**src/logic/shi2c_pkg.sv**
```systemverilog
// Package for the sensor hub host I2C target port: constants and carrier types
package shi2c_pkg;

    // Address: six fixed upper bits, low bit from strap
    localparam logic [5:0] SHI2C_ADDR_HI       = 6'h25;
    // Cycle counts at 125 MHz
    localparam int         SHI2C_CLK_MHZ       = 125;
    // Strap settle time with pulldown enabled, in ns
    localparam int         SHI2C_STRAP_SET_NS  = 1000;
    localparam int         SHI2C_STRAP_CYC     =
        (SHI2C_STRAP_SET_NS * SHI2C_CLK_MHZ + 999) / 1000;
    localparam logic [7:0] SHI2C_STRAP_CYC_W   = 8'(SHI2C_STRAP_CYC);
    // Reset values and the acknowledge bit count
    localparam logic [7:0] SHI2C_RST_BYTE      = 8'h00;
    localparam logic [3:0] SHI2C_RST_CNT       = 4'h0;
    localparam logic [3:0] SHI2C_ACK_BIT       = 4'h8;
    // Protocol select code for I2C host mode
    localparam logic [1:0] SHI2C_PROTO_I2C     = 2'h0;

    // Clock source selection
    typedef enum logic [1:0] {
        SHI2C_SRC_CRYSTAL,
        SHI2C_SRC_EXTERNAL,
        SHI2C_SRC_INTERNAL
    } shi2c_src_t;

    // Strap sampling sequence
    typedef enum logic [2:0] {
        SHI2C_ST_SET_A,
        SHI2C_ST_SET_B,
        SHI2C_ST_DONE
    } shi2c_strap_st_t;

    // Bus sequence
    typedef enum logic [2:0] {
        SHI2C_BS_IDLE,
        SHI2C_BS_ADDR,
        SHI2C_BS_ACK,
        SHI2C_BS_WRITE,
        SHI2C_BS_READ,
        SHI2C_BS_RACK,
        SHI2C_BS_IGNORE
    } shi2c_bus_st_t;

    // Strap results carried together
    typedef struct packed {
        logic       done;
        logic       i2c;
        logic       addr_lsb;
        logic       loader;
        logic [1:0] proto;
        shi2c_src_t src;
    } shi2c_straps_t;

    // Whole module state
    typedef struct packed {
        shi2c_strap_st_t sst;
        logic [7:0]      scnt;
        logic            pd_a;
        logic            pd_b;
        shi2c_straps_t   cfg;
        shi2c_bus_st_t   bst;
        logic            scl_p;
        logic            sda_p;
        logic [3:0]      bit_cnt;
        logic [7:0]      shreg;
        logic            rd;
        logic            sda_oe_n;
        logic            scl_oe_n;
        logic [7:0]      rx_byte;
        logic            rx_vld;
        logic            rx_first;
        logic            tx_take;
        logic            busy;
        logic            attn_n;
    } shi2c_state_t;

endpackage : shi2c_pkg

```
**src/logic/shi2c_target.sv**
```systemverilog
// Host I2C target port with reset-time strap sampling and host attention line
// Summary of operation
// - Answer address 100101 plus strapped low bit, 0x4A or 0x4B.
// - Address strap latched at reset; board holds it fixed.
// - Oversampled logic works at Standard and Fast mode rates.
// - Lines only pulled low; released for one.
// - Bus busy from start to stop; between, a new start is sought only in the ignore state.
// - Bytes are eight bits, MSB first; data changes while clock low.
// - Multi-byte words go least significant byte first.
// - Receiver pulls data low for the ninth clock pulse.
// - Target may stretch clock low until ready; controller waits.
// - First byte is address plus direction bit, zero means write.
// - On write, address and every data byte acknowledged until stop.
// - On read, target sends bytes; controller NAKs last then stops.
// - No repeated start; controller ends each transfer with stop.
// - Clock source from two straps: crystal, external or internal.
// - First clock strap pulldown on at start, off if read one.
// - For external or internal, sample second strap with pulldown, off if one.
// - Active-low host attention output.
// - Boot strap low at reset enters firmware-loader mode.
// - Protocol and boot straps latched at reset; 00 is I2C.
`timescale 1ns/1ns
`default_nettype none

module shi2c_target
    import shi2c_pkg::*;
(
    input  wire logic       i_sys_clk,
    input  wire logic       i_chip_reset_n,
    input  wire logic       i_scl,
    input  wire logic       i_sda,
    input  wire logic       i_addr_lsb_strap,
    input  wire logic       i_loader_strap_n,
    input  wire logic       i_proto_sel_hi,
    input  wire logic       i_proto_sel_lo_wake,
    input  wire logic       i_clk_src_strap_a,
    input  wire logic       i_clk_src_strap_b,
    input  wire logic [7:0] i_tx_byte,
    input  wire logic       i_tx_ready,
    input  wire logic       i_attn_req,
    output logic            o_scl_oe_n,
    output logic            o_sda_oe_n,
    output logic            o_clk_src_a_pd,
    output logic            o_clk_src_b_pd,
    output logic [1:0]      o_clk_src,
    output logic            o_loader_mode,
    output logic            o_i2c_selected,
    output logic            o_straps_done,
    output logic [7:0]      o_rx_byte,
    output logic            o_rx_valid,
    output logic            o_rx_first,
    output logic            o_tx_take,
    output logic            o_busy,
    output logic            o_host_attention_n
);

    shi2c_state_t q;
    shi2c_state_t d;
    logic         scl_rise;
    logic         scl_fall;
    logic         start_seen;
    logic         stop_seen;

    // Settle window over for the strap now being sampled
    function automatic logic settle_done(input logic [7:0] cnt);
        return cnt == SHI2C_STRAP_CYC_W;
    endfunction : settle_done

    // Edge and condition detection on the sampled lines
    // Previous samples reset high, the idle level, so release gives no false edge
    assign scl_rise   = i_scl & ~q.scl_p;
    assign scl_fall   = ~i_scl & q.scl_p;
    assign start_seen = i_scl & q.scl_p & q.sda_p & ~i_sda;
    assign stop_seen  = i_scl & q.scl_p & ~q.sda_p & i_sda;

    // Next state for straps and bus
    always_comb
    begin
        d          = q;
        d.scl_p    = i_scl;
        d.sda_p    = i_sda;
        d.rx_vld   = 1'b0;
        d.tx_take  = 1'b0;
        d.attn_n   = ~i_attn_req;
        // Strap sequence: let pulldowns settle before each sample
        case (q.sst)
            SHI2C_ST_SET_A:
            begin
                d.scnt = q.scnt + 8'h01;
                if (settle_done(q.scnt))
                begin
                    d.scnt         = SHI2C_RST_BYTE;
                    d.cfg.addr_lsb = i_addr_lsb_strap;
                    d.cfg.loader   = ~i_loader_strap_n;
                    d.cfg.proto    = {i_proto_sel_hi, i_proto_sel_lo_wake};
                    if (i_clk_src_strap_a)
                    begin
                        d.pd_a = 1'b0;
                        d.pd_b = 1'b1;
                        d.sst  = SHI2C_ST_SET_B;
                    end
                    else
                    begin
                        d.cfg.src  = SHI2C_SRC_CRYSTAL;
                        d.cfg.done = 1'b1;
                        d.sst      = SHI2C_ST_DONE;
                    end
                end
            end
            SHI2C_ST_SET_B:
            begin
                d.scnt = q.scnt + 8'h01;
                if (settle_done(q.scnt))
                begin
                    // Open strap b reads its pulldown low, so open means internal
                    d.cfg.src  = i_clk_src_strap_b ? SHI2C_SRC_EXTERNAL
                                                   : SHI2C_SRC_INTERNAL;
                    d.pd_b     = ~i_clk_src_strap_b;
                    d.cfg.done = 1'b1;
                    d.sst      = SHI2C_ST_DONE;
                end
            end
            default:
            begin
                d.sst = SHI2C_ST_DONE;
            end
        endcase
        // Registered so the select output comes straight from a flop
        d.cfg.i2c = d.cfg.done && (d.cfg.proto == SHI2C_PROTO_I2C);

        // Bus engine runs only once straps are known and I2C is chosen
        // Limitation: a host talking before the straps settle goes unseen
        if (!q.cfg.done || q.cfg.proto != SHI2C_PROTO_I2C)
        begin
            d.bst      = SHI2C_BS_IDLE;
            d.sda_oe_n = 1'b1;
            d.scl_oe_n = 1'b1;
            d.busy     = 1'b0;
        end
        else if (stop_seen)
        begin
            // A stop ends any state, but not a stretch: the held clock stays low, so no stop is seen until ready
            d.bst      = SHI2C_BS_IDLE;
            d.sda_oe_n = 1'b1;
            d.scl_oe_n = 1'b1;
            d.busy     = 1'b0;
        end
        else if (start_seen && (q.bst == SHI2C_BS_IDLE || q.bst == SHI2C_BS_IGNORE))
        begin
            // Mid-transfer starts are honoured only from the ignore state; otherwise no repeated start
            d.bst      = SHI2C_BS_ADDR;
            d.busy     = 1'b1;
            d.bit_cnt  = SHI2C_RST_CNT;
            d.rx_first = 1'b1;
            d.sda_oe_n = 1'b1;
        end
        else
        begin
            case (q.bst)
                SHI2C_BS_ADDR, SHI2C_BS_WRITE:
                begin
                    if (scl_rise)
                    begin
                        d.shreg   = {q.shreg[6:0], i_sda};
                        d.bit_cnt = q.bit_cnt + 4'h1;
                    end
                    if (scl_fall && q.bit_cnt == SHI2C_ACK_BIT)
                    begin
                        d.bit_cnt = SHI2C_RST_CNT;
                        if (q.bst == SHI2C_BS_ADDR)
                        begin
                            // direction bit sits in the low position
                            if (q.shreg[7:1] == {SHI2C_ADDR_HI, q.cfg.addr_lsb})
                            begin
                                d.rd       = q.shreg[0];
                                d.sda_oe_n = 1'b0;
                                d.bst      = SHI2C_BS_ACK;
                            end
                            else
                            begin
                                // No ack: the controller sees a NAK and must stop
                                d.bst = SHI2C_BS_IGNORE;
                            end
                        end
                        else
                        begin
                            d.rx_byte  = q.shreg;
                            d.rx_vld   = 1'b1;
                            d.rx_first = 1'b0;
                            d.sda_oe_n = 1'b0;
                            d.bst      = SHI2C_BS_ACK;
                        end
                    end
                end
                SHI2C_BS_ACK:
                begin
                    // Ninth pulse over, or still stretching after it
                    if (scl_fall || !q.scl_oe_n)
                    begin
                        if (q.rd && !i_tx_ready)
                        begin
                            // Stretch only after the ack pulse, so the ack is seen
                            d.sda_oe_n = 1'b1;
                            d.scl_oe_n = 1'b0;
                        end
                        else if (q.rd)
                        begin
                            // Clock stays as it is; data leads any release
                            d.shreg    = {i_tx_byte[6:0], 1'b0};
                            d.sda_oe_n = i_tx_byte[7];
                            d.tx_take  = 1'b1;
                            d.bit_cnt  = 4'h1;
                            d.bst      = SHI2C_BS_READ;
                        end
                        else
                        begin
                            d.sda_oe_n = 1'b1;
                            d.bst      = SHI2C_BS_WRITE;
                        end
                    end
                end
                SHI2C_BS_READ:
                begin
                    // Clock let go one cycle after the first bit is set up
                    d.scl_oe_n = 1'b1;
                    if (scl_fall)
                    begin
                        if (q.bit_cnt == SHI2C_ACK_BIT)
                        begin
                            d.sda_oe_n = 1'b1;
                            d.bst      = SHI2C_BS_RACK;
                        end
                        else
                        begin
                            d.sda_oe_n = q.shreg[7];
                            d.shreg    = {q.shreg[6:0], 1'b0};
                            d.bit_cnt  = q.bit_cnt + 4'h1;
                        end
                    end
                end
                SHI2C_BS_RACK:
                begin
                    // Controller NAK ends sending; wait for the stop
                    if (scl_rise)
                    begin
                        d.bst = i_sda ? SHI2C_BS_IGNORE : SHI2C_BS_ACK;
                    end
                end
                default:
                begin
                    d.sda_oe_n = 1'b1;
                    d.scl_oe_n = 1'b1;
                end
            endcase
        end
    end

    // State register, synchronous active-low reset
    always_ff @(posedge i_sys_clk)
    begin
        if (!i_chip_reset_n)
        begin
            q          <= '0;
            q.sst      <= SHI2C_ST_SET_A;
            q.scnt     <= SHI2C_RST_BYTE;
            q.pd_a     <= 1'b1;
            q.pd_b     <= 1'b0;
            q.bst      <= SHI2C_BS_IDLE;
            q.scl_p    <= 1'b1;
            q.sda_p    <= 1'b1;
            q.sda_oe_n <= 1'b1;
            q.scl_oe_n <= 1'b1;
            q.attn_n   <= 1'b1;
        end
        else
        begin
            q <= d;
        end
    end

    // Outputs straight from the state register
    assign o_scl_oe_n         = q.scl_oe_n;
    assign o_sda_oe_n         = q.sda_oe_n;
    assign o_clk_src_a_pd     = q.pd_a;
    assign o_clk_src_b_pd     = q.pd_b;
    assign o_clk_src          = q.cfg.src;
    assign o_loader_mode      = q.cfg.loader;
    assign o_i2c_selected     = q.cfg.i2c;
    assign o_straps_done      = q.cfg.done;
    assign o_rx_byte          = q.rx_byte;
    assign o_rx_valid         = q.rx_vld;
    assign o_rx_first         = q.rx_first;
    assign o_tx_take          = q.tx_take;
    assign o_busy             = q.busy;
    assign o_host_attention_n = q.attn_n;

endmodule : shi2c_target

`default_nettype wire

```
**config.mk**
```make
export PLATFORM = sky130hd
export DESIGN_NAME = shi2c_target
export DESIGN_NICKNAME = d
export VERILOG_FILES = /design/src/logic/shi2c_pkg.sv /design/src/logic/shi2c_target.sv
export SDC_FILE = /design/constraint.sdc
export NUM_CORES = 1
export LEC_CHECK = 0
export ABC_AREA = 0
export BUFFER_PORTS_ARGS = -buffer_cell sky130_fd_sc_hd__buf_2
export CAP_MARGIN = 10
export CORE_ASPECT_RATIO = 2
export CORE_UTILIZATION = 50
export DETAILED_ROUTE_END_ITERATION = 8
export GPL_ROUTABILITY_DRIVEN = 0
export PLACE_DENSITY = 0.7
export SYNTH_ARGS = -nofsm -noshare
export SYNTH_HDL_FRONTEND = slang
export SYNTH_SLANG_ARGS = --single-unit
```
**constraint.sdc**
```tcl
create_clock -name i_sys_clk -period 2.5 [get_ports i_sys_clk]
set_input_delay 0.125 -clock i_sys_clk [delete_from_list [all_inputs] [get_ports i_sys_clk]]
set_output_delay 0.125 -clock i_sys_clk [all_outputs]
set_load 0.01 [all_outputs]
```
# Word-level counts from Yosys, hierarchy flattened
# Cells that the tools add are included.
# Widths: inputs -> output; s select.
[totals]
regBits = 54
in_bits = 20
out_inout_bits = 22
word_cells = 180
[op_classes]
n_addsub = 2
n_eq_ne = 35
mux = 52
n_bitwise = 25
n_reduce_logical = 41
[op_table]
columns = ["cell", "n"]
rows = [
  ["$mux 12", 6],
  ["$pmux 12 s3", 1],
  ["$mux 3", 11],
  ["$ne 2x2->1 const B", 15],
  ["$ne 3x3->1 const B", 9],
  ["$reduce_and 7->1", 3],
  ["$mux 2", 9],
  ["$not 1->1", 18],
  ["$pmux 8 s2", 1],
  ["$mux 1", 14],
  ["$mux 14", 1],
  ["$mux 4", 3],
  ["$pmux 3 s4", 1],
  ["$reduce_and 4->1", 3],
  ["$reduce_and 10->1", 1],
  ["$reduce_and 5->1", 2],
  ["$eq 3x3->1 const B", 3],
  ["$reduce_and 9->1", 1],
  ["$add 8x1->8 const B", 1],
  ["$eq 8x7->1 const B", 1],
  ["$pmux 2 s2", 2],
  ["$reduce_bool 2->1", 4],
  ["$reduce_bool 4->1", 2],
  ["$and 1x1->1", 7],
  ["24 further kinds", 36],
]

# Logic depth before layout (Yosys ltp)
# Gate-level depths: netlist of run 1.
[logic_depth]
ltp_word = 6
ltp_mapped = 8

# Least setup slack after synthesis of run 1
# OpenSTA, ideal clock, no wires.
[synth_timing]
kind = "register to register"
start = "register q[24] in the netlist's numbering"
end = "register q[17] in the netlist's numbering"
setup_time_ns = 0.116
arrival_ns = 1.766
required_time_ns = 2.384
slack_ns = 0.618
path_stages_with_launch = 9
path_buffers = 1
cell_sequence = "dfxtp_1 inv_1 ha_1 and3b_1 a22o_4 nor4_4 buf_6 nand3_1 o211a_1"
[synth_between]
elab_chain_len = 3
[synth_rtl]
columns = ["element", "line_no", "text"]
rows = [
  ["start, declared", "shi2c_target.sv:57", "shi2c_state_t q;"],
  ["$eq 4x4->1", "shi2c_target.sv:228", "if (q.bit_cnt == SHI2C_ACK_BIT)"],
  ["$ne 2x2->1 (no line)", "-", ""],
  ["$reduce_and 10->1 (no line)", "-", ""],
]
# No other way between the ends.
# A chain may end at the register's enable or synchronous reset.

# Worst setup path in the final report of run 1
[layout_timing]
start = "register q[30] in the netlist's numbering"
end = "register q[24] in the netlist's numbering"
[layout_between]
elab_chain_len = 5
[layout_rtl]
columns = ["element", "line_no", "text"]
rows = [
  ["$eq 3x3->1 or $logic_not 3->1 (tied branches)", "shi2c_target.sv:148", "else if (start_seen && (q.bst == SHI2C_BS_IDLE || q.bst == SHI2C_BS_IGNORE))"],
  ["$logic_or 1x1->1", "shi2c_target.sv:148", ""],
  ["$logic_and 1x1->1", "shi2c_target.sv:148", ""],
  ["$ne 4x4->1 (no line) (tied with other cells)", "-", ""],
  ["$reduce_and 9->1 (no line)", "-", ""],
]
# Parallel ways exist; a longest one is shown, timed or not.

==> results of run 1 <==
-- kinds of logic (layout without fill, tap and decap cells) --
kind of cell / Yosys count / count (layout) / share of synthesized area
buffers and inverters: 38 / 67 / 0.07266
flip-flops: 53 / 53 / 0.3734
AND/OR/NAND/NOR: 137 / 137 / 0.2827
XOR/XNOR: 5 / 5 / 0.01541
multiplexers: 15 / 15 / 0.05284
adder cells (fa/ha/maj): 4 / 4 / 0.01761
AO/OA/AOI/OAI: 70 / 70 / 0.1854
-- routing by layer --
metal / up-vias / track usage / routed length (µm)
li1: 1200 / - / -
met1: 1146 / 0.2235 / 2447
met2: 52 / 0.4234 / 3517
met3: 20 / 0.03915 / 188
met4: 0 / 0.1304 / 225
met5: - / 0 / 0
-- worst max-delay path: stages, from the launching register on --
cell and delay (ns):
sky130_fd_sc_hd__dfxtp_1 0.72, sky130_fd_sc_hd__nand2b_1 0.27, sky130_fd_sc_hd__a211oi_1 0.47, sky130_fd_sc_hd__nor4_4 0.10
sky130_fd_sc_hd__o21ai_1 0.25, sky130_fd_sc_hd__mux2i_1 0.22
-- synthesized netlist by cell type, types with 4 or more instances --
cell type / count / area share
sky130_fd_sc_hd__a21oi_1: 11 / 0.019
sky130_fd_sc_hd__buf_2: 6 / 0.011
sky130_fd_sc_hd__buf_4: 11 / 0.029
sky130_fd_sc_hd__clkbuf_1: 10 / 0.013
sky130_fd_sc_hd__dfxtp_1: 53 / 0.37
sky130_fd_sc_hd__ha_1: 4 / 0.018
sky130_fd_sc_hd__inv_1: 9 / 0.012
sky130_fd_sc_hd__mux2i_1: 15 / 0.053
sky130_fd_sc_hd__nand2_1: 28 / 0.037
sky130_fd_sc_hd__nand2b_1: 13 / 0.029
sky130_fd_sc_hd__nand3_1: 16 / 0.028
sky130_fd_sc_hd__nor2_1: 18 / 0.024
sky130_fd_sc_hd__nor2b_1: 20 / 0.044
sky130_fd_sc_hd__nor3_1: 6 / 0.011
sky130_fd_sc_hd__o211a_1: 9 / 0.032
sky130_fd_sc_hd__o211ai_1: 5 / 0.013
sky130_fd_sc_hd__o21a_1: 4 / 0.011
sky130_fd_sc_hd__o21ai_0: 11 / 0.019
sky130_fd_sc_hd__or3_1: 6 / 0.013
sky130_fd_sc_hd__xor2_1: 4 / 0.012
-- final cells by class --
cell class	instances	share of cell area
clock buffers	5	0.02196
clock inverters	3	0.01477
inverters	9	0.01078
multi-input cells	231	0.5022
flip-flops and latches	53	0.3385
well taps	60	0.02395
repair buffers	50	0.08782
-- power by group --
group / internal [mW] / leakage (nW) / total (mW) / switching (mW)
logic: 0.0343 / 0.772 / 0.0788 / 0.0445
clock network: 0.300 / 0.0543 / 0.591 / 0.292
registers: 0.851 / 0.428 / 0.857 / 0.00636
-- metrics by stage --
stage	cells	hold WS [ns]	power [mW]
2_1_floorplan	322	0.1950	0.9211
3_3_place_gp	402	0.2930	0.9525
3_5_place_dp	402	0.2973	0.9537
4_1_cts	411	0.06143	1.541
5_1_grt	411	0.09196	1.574
6_report	411	0.06913	1.527
-- sequential cells by signal, summed over array words and instances (netlist names) --
register / count
q: 31
o_i2c_selected: 1
o_clk_src: 2
o_busy: 1
o_tx_take: 1
o_loader_mode: 1
o_rx_valid: 1
o_clk_src_a_pd: 1
o_sda_oe_n: 1
o_rx_first: 1
o_rx_byte: 8
o_straps_done: 1
o_scl_oe_n: 1
o_clk_src_b_pd: 1
o_host_attention_n: 1
-- path summary, 6_finish.rpt --
path                     from             end  slack (ns)  cells after the start
max                     q[30]           q[24]        0.40                      5
min reg2reg    o_clk_src_a_pd  o_clk_src_a_pd        0.45                      2
min          i_addr_lsb_strap           q[38]        0.07                      3
max reg2reg             q[30]           q[24]        0.40                      5
-- what timing repair did --
| item | 4_1_cts | 5_1_grt |
|---|---|---|
| hold buffers | 1 | 0 |
| hold endpoints to repair | 1 | 0 |
| endpoints found under the setup margin | 0 | 0 |
==> run_results.csv, run 1 <==
group,metric,value,unit
logic_synthesis,yosysWarningCount,0,
critical_path,largest_fanout_on_the_critical_path,19,
power,peakVddDrop,0.0004128,V
sta,finalClockSkew,0.008316,ns
final_layout,layout.nets,374,
final_layout,layout.cell_area.non_filler,0.003134,mm²
routing,route.vias.total,2418,
global_routing,grt_util_all_layers,0.2234,
logic_synthesis,synth.yosys.seq_area_share,0.3734,
global_routing,wire_length_of_the_first_global_routing_pass,10.70,mm
critical_path,path_type_of_the_worst_setup_path,"flop to flop",
critical_path,worst_ep_required_time,2.74,ns
floorplanning,dieArea,0.006007,mm²
floorplanning,floorplan.die.height,108.6,µm
power,power_per_cell_area,487.3,mW/mm²
final_layout,final_layout_size_suffix_gt1_frac,0.1937,
routing,vias_per_cell,5.883,
place,place_hpwl,4.858,mm
logic_synthesis,yosysUniqueCellTypes,62,
global_routing,grt_start_max_net_pins,28,
critical_path,arrival,2.34,ns
logic_synthesis,synth_seq_cells,53,
final_layout,multiInputGateArea,0.001574,mm²
place,numPortBuffers,41,
floorplanning,placementRows,38,
global_routing,first_global_vias,2306,
sta,worst_slew_pin_slew,0.6171,ns
logic_synthesis,ys_async_sr_fraction,0,
place,placed_area,0.003009,mm²
logic_synthesis,synth-edff-count,0,
sta,slew_violations,0,
routing,post-route-drc-count,0,
cts,insertion_delay,0.31,ns
sta,final-hold-violation-count,0,
cts,clk_transition_reported_paths,0.10,ns
job,maxCapViolations,0,
cts,cts_post_setup_buffers_inserted,0,
routing,firstDrtPassIters,4,
final_layout,n_diodes,0,
global_routing,grt_antenna_before_repair,0,
critical_path,endpoint_kind,"flop",
final_layout,layout_commonest_cell,"sky130_fd_sc_hd__dfxtp_1",
sta,slew_headroom,0.5880,
status,status,"finished clean",
final_layout,layout-area-overhead-vs-synth,10.30,%
critical_path,setup.worst_path.start_class,"flop",
worst_hold_path,holdCritPathClass,"input pin to flop",
sta,setup_repair_after_global_routing_missed_its_margin,"no",
routing,detail_route.iter0.violations,89,
routing,totalWireLength,6.380,mm
logic_synthesis,dominantRegCellSynth,"sky130_fd_sc_hd__dfxtp_1",
floorplanning,floorplan.initialDensity,0.5197,
final_layout,layout_common_cells,"sky130_fd_sc_hd__dfxtp_1 (53), sky130_fd_sc_hd__buf_2 (41), sky130_fd_sc_hd__nand2_1 (28), sky130_fd_sc_hd__nor2b_1 (20), sky130_fd_sc_hd__nor2_1 (18)",
floorplanning,design.core.area,0.005468,mm²
floorplanning,die_width,55.31,µm
cts,cts_root_buffer,"sky130_fd_sc_hd__clkbuf_8",
sta,final_period_demand_of_the_worst_path,2.103,ns
global_routing,overflow,0,
sta,pnr_worst_setup_slack,0.3970,ns
logic_synthesis,avgSynthCellArea,8.824,µm²
place,pre_cts_setup_slack,0.4629,ns
sta,setup_viol_count_final,0,
logic_synthesis,syn-cell-area,0.002841,mm²
routing,ant_nets,0,
cts,clock_tree.htree_level_count,2,
sta,max_freq,475.5,MHz
cts,cts_num_sinks,53,
sta,finalCritPeriodShare,0.8412,
logic_synthesis,synth_fp_nets,346,
final_layout,fillerInstances,504,
final_layout,seqCellArea,0.001061,mm²
final_layout,final_util,0.5732,
cts,cts_tree,"yes",
routing,routedWlPerCell,15.52,µm
sta,setup_total_negative_slack,0,ns
cts,tritoncts.num_buffers,5,
cts,cts_max_path_buffers,2,
floorplanning,pin_count,42,
logic_synthesis,netlist_instances,322,
power,leakagePower,1.255,nW
cts,cts-resized-gates,0,
Power figures use the tool's default switching activity.
==> run 2, diff against run 1 <==
Settings changed: ABC_AREA 0 to 1.
Clock period 2.5 ns to 2 ns, I/O delays scaled along.
==> run_results.csv, run 2 <==
group,metric,value,unit
status,status,"finished clean",
sta,timing.hold.ws,0.006053,ns
routing,firstDrtPassIters,4,
critical_path,worst_ep_required_time,2.22,ns
final_layout,n_diodes,0,
floorplanning,dieArea,0.005880,mm²
sta,setup_viol_count_final,0,
critical_path,endpoint_kind,"flop",
sta,finalCritPeriodShare,0.8769,
final_layout,layout.nets,461,
critical_path,r2r-end,"o_rx_byte[4]",
final_layout,final_layout_size_suffix_gt1_frac,0.1918,
cts,cts_tree,"yes",
logic_synthesis,synth-edff-count,0,
routing,met2_length,3.364,mm
floorplanning,design.core.area,0.005373,mm²
logic_synthesis,yosys-top-cells-count,"sky130_fd_sc_hd__nand2_1 (89), sky130_fd_sc_hd__nor2_1 (60), sky130_fd_sc_hd__dfxtp_1 (53)",
logic_synthesis,synth-simple-area-share,0.3668,
logic_synthesis,yosysWarningCount,0,
critical_path,arrival,1.97,ns
floorplanning,floorplan.initialDensity,0.5175,
final_layout,layout_common_cells,"sky130_fd_sc_hd__nand2_1 (89), sky130_fd_sc_hd__nor2_1 (59), sky130_fd_sc_hd__dfxtp_1 (53), sky130_fd_sc_hd__inv_1 (42), sky130_fd_sc_hd__buf_2 (41)",
routing,m1WireLength,2.406,mm
cts,clk_transition_reported_paths,0.10,ns
global_routing,grt_antenna_before_repair,0,
power,peakVddDrop,0.0005125,V
logic_synthesis,yosys.area.top_type_share,0.3816,
cts,cts_max_path_buffers,2,
worst_hold_path,min-delay-start,"i_scl",
logic_synthesis,avgSynthCellArea,6.985,µm²
logic_synthesis,synth_seq_cells,53,
cts,tritoncts.num_buffers,5,
sta,slew_violations,0,
logic_synthesis,compound_cell_area_share_of_the_yosys_netlist,0.1143,
worst_hold_path,hold-path-endpoint,"q[29]",
global_routing,first_global_vias,2419,
global_routing,wire_length_of_the_first_global_routing_pass,10.05,mm
routing,ant_nets,0,
cts,cts_num_sinks,53,
floorplanning,floorplan.die.height,107.5,µm
final_layout,final_util,0.5769,
routing,post-route-drc-count,0,
final_layout,regMostFlops,"q",
job,maxCapViolations,0,
global_routing,grt_start_max_net_pins,23,
logic_synthesis,ys_async_sr_fraction,0,
logic_synthesis,yosys-top-cells-area,"sky130_fd_sc_hd__dfxtp_1 (38%), sky130_fd_sc_hd__nand2_1 (12%), sky130_fd_sc_hd__nor2_1 (8.1%)",
power,power_per_cell_area,580.4,mW/mm²
routing,detail_route.iter0.violations,50,
global_routing,overflow,0,
final_layout,largest_register_ff_count,31,
place,placed_cells,489,
cts,clock_tree.htree_level_count,2,
logic_synthesis,synth_xor_area_frac,0.009451,
logic_synthesis,post-synth-top-count-cell,"sky130_fd_sc_hd__nand2_1",
critical_path,critPathLaunch,"q[24]",
critical_path,reg2reg_depth,11,
final_layout,seqCellArea,0.001061,mm²
sta,max_freq,570.2,MHz
final_layout,finish.cell_count_without_fillers,498,
floorplanning,placementRows,38,
cts,cts_root_buffer,"sky130_fd_sc_hd__clkbuf_8",
routing,routedWlPerCell,12.49,µm
cts,insertion_delay,0.30,ns
global_routing,grt_util_all_layers,0.2316,
sta,final-hold-violation-count,0,
final_layout,layout.cell_area.non_filler,0.003099,mm²
logic_synthesis,synth-adder-area-share,0.01800,
logic_synthesis,dominantRegCellSynth,"sky130_fd_sc_hd__dfxtp_1",
final_layout,layout-area-overhead-vs-synth,11.48,%
routing,met3_length,194,µm
routing,routed.top_layer,"met4",
logic_synthesis,syn-cell-area,0.002780,mm²
critical_path,path_type_of_the_worst_setup_path,"flop to flop",
floorplanning,die_width,54.73,µm
sta,setup_total_negative_slack,0,ns
critical_path,crit_reg_reg_startpoint,"q[24]",
power,leakagePower,1.431,nW
logic_synthesis,synth.yosys.seq_area_share,0.3816,
logic_synthesis,netlist_instances,398,
place,placed_area,0.002990,mm²
worst_hold_path,min_path_cells,3,
logic_synthesis,synth_area_leader_cell,"sky130_fd_sc_hd__dfxtp_1",
final_layout,multiInputGateArea,0.001416,mm²
final_layout,layout_commonest_cell,"sky130_fd_sc_hd__nand2_1",
routing,totalWireLength,6.221,mm
logic_synthesis,synth.area.mux_share,0,
critical_path,worst-r2r-setup-slack,0.25,ns
place,place_hpwl,4.916,mm
sta,pnr_worst_setup_slack,0.2462,ns
final_layout,fillerInstances,561,
logic_synthesis,largest_family_of_logic_cells_by_synthesized_area,"simple AND/OR/NAND/NOR gates",
logic_synthesis,synth_fp_nets,422,
logic_synthesis,yosysUniqueCellTypes,38,
power,fin_total_pwr,1.799,mW
routing,vias_per_cell,5.129,
sta,final_period_demand_of_the_worst_path,1.754,ns
sta,finalClockSkew,0.008936,ns
critical_path,largest_fanout_on_the_critical_path,15,
floorplanning,pin_count,42,
critical_path,setup.worst_path.start_class,"flop",
place,numPortBuffers,41,
sta,worst_slew_pin_slew,0.4152,ns
sta,slew_headroom,0.7222,
routing,route.vias.total,2554,
worst_hold_path,holdCritPathClass,"input pin to flop",
place,pre_cts_setup_slack,0.2084,ns
run 2: changes by cell type after synthesis, sizes merged, moves of 13 or more:
cell / change
nand2b: -13
nand2: +68
mux2i: -15
o21ai: +21
inv: +39
nor2b: -21
nor2: +44
run 2: final cells by class:
type / instances / area share
multi-input combinational: 279 / 0.4570
sequential: 53 / 0.3424
timing repair buffer: 48 / 0.08397
inverter: 50 / 0.06136
clock buffer: 6 / 0.02665
tap: 60 / 0.02422
clock inverter: 2 / 0.004441
run 2: worst max-delay path by stage:
stage | to | slack (ns) | depth (start not counted)
CTS | q[32] | 0.19 | 11
global route | q[32] | -0.004 | 11
floorplan | o_rx_byte[5] | 0.41 | 11
global placement | o_rx_first | 0.28 | 7
detailed placement | q[32] | 0.21 | 11
finish | o_rx_byte[4] | 0.25 | 11
run 2: repair_timing:
item,CTS,global route
endpoints found under the hold margin,1,0
resized for setup,0,1
setup endpoints to repair,0,2
hold buffers,1,0
setup buffers,0,0
run 2: kinds of logic (layout without fill, tap and decap cells):
family	count (synthesis)	count (layout)
fa+ha+maj	4	4
xor+xnor	3	3
compound gates	55	55
flops	53	53
simple gates	217	217
buf+inv	66	106
run 2: critical path, cell delays in order (launching register included):
cell                       delay [ns]
sky130_fd_sc_hd__dfxtp_1         0.35
sky130_fd_sc_hd__inv_1           0.08
sky130_fd_sc_hd__ha_1            0.15
sky130_fd_sc_hd__nand2_1         0.06
sky130_fd_sc_hd__nor2_2          0.13
sky130_fd_sc_hd__nand2_1         0.20
sky130_fd_sc_hd__inv_2           0.11
sky130_fd_sc_hd__nand2_2         0.06
sky130_fd_sc_hd__nor3_4          0.10
sky130_fd_sc_hd__buf_4           0.22
sky130_fd_sc_hd__nor2_1          0.05
sky130_fd_sc_hd__a211oi_1        0.16
run 2: power by group:
part           internal [mW]  switching, mW  total [mW]
combinational         0.0352         0.0553      0.0905
sequential              1.06        0.00762        1.07
clock                  0.282          0.356       0.638
total                   1.38          0.419        1.80
run 2: routing by layer:
metal / global-route usage / up-vias
li1: - / 1348
met1: 0.2276 / 1131
met2: 0.4312 / 58
met3: 0.03249 / 17
met4: 0.1117 / 0
met5: 0 / -
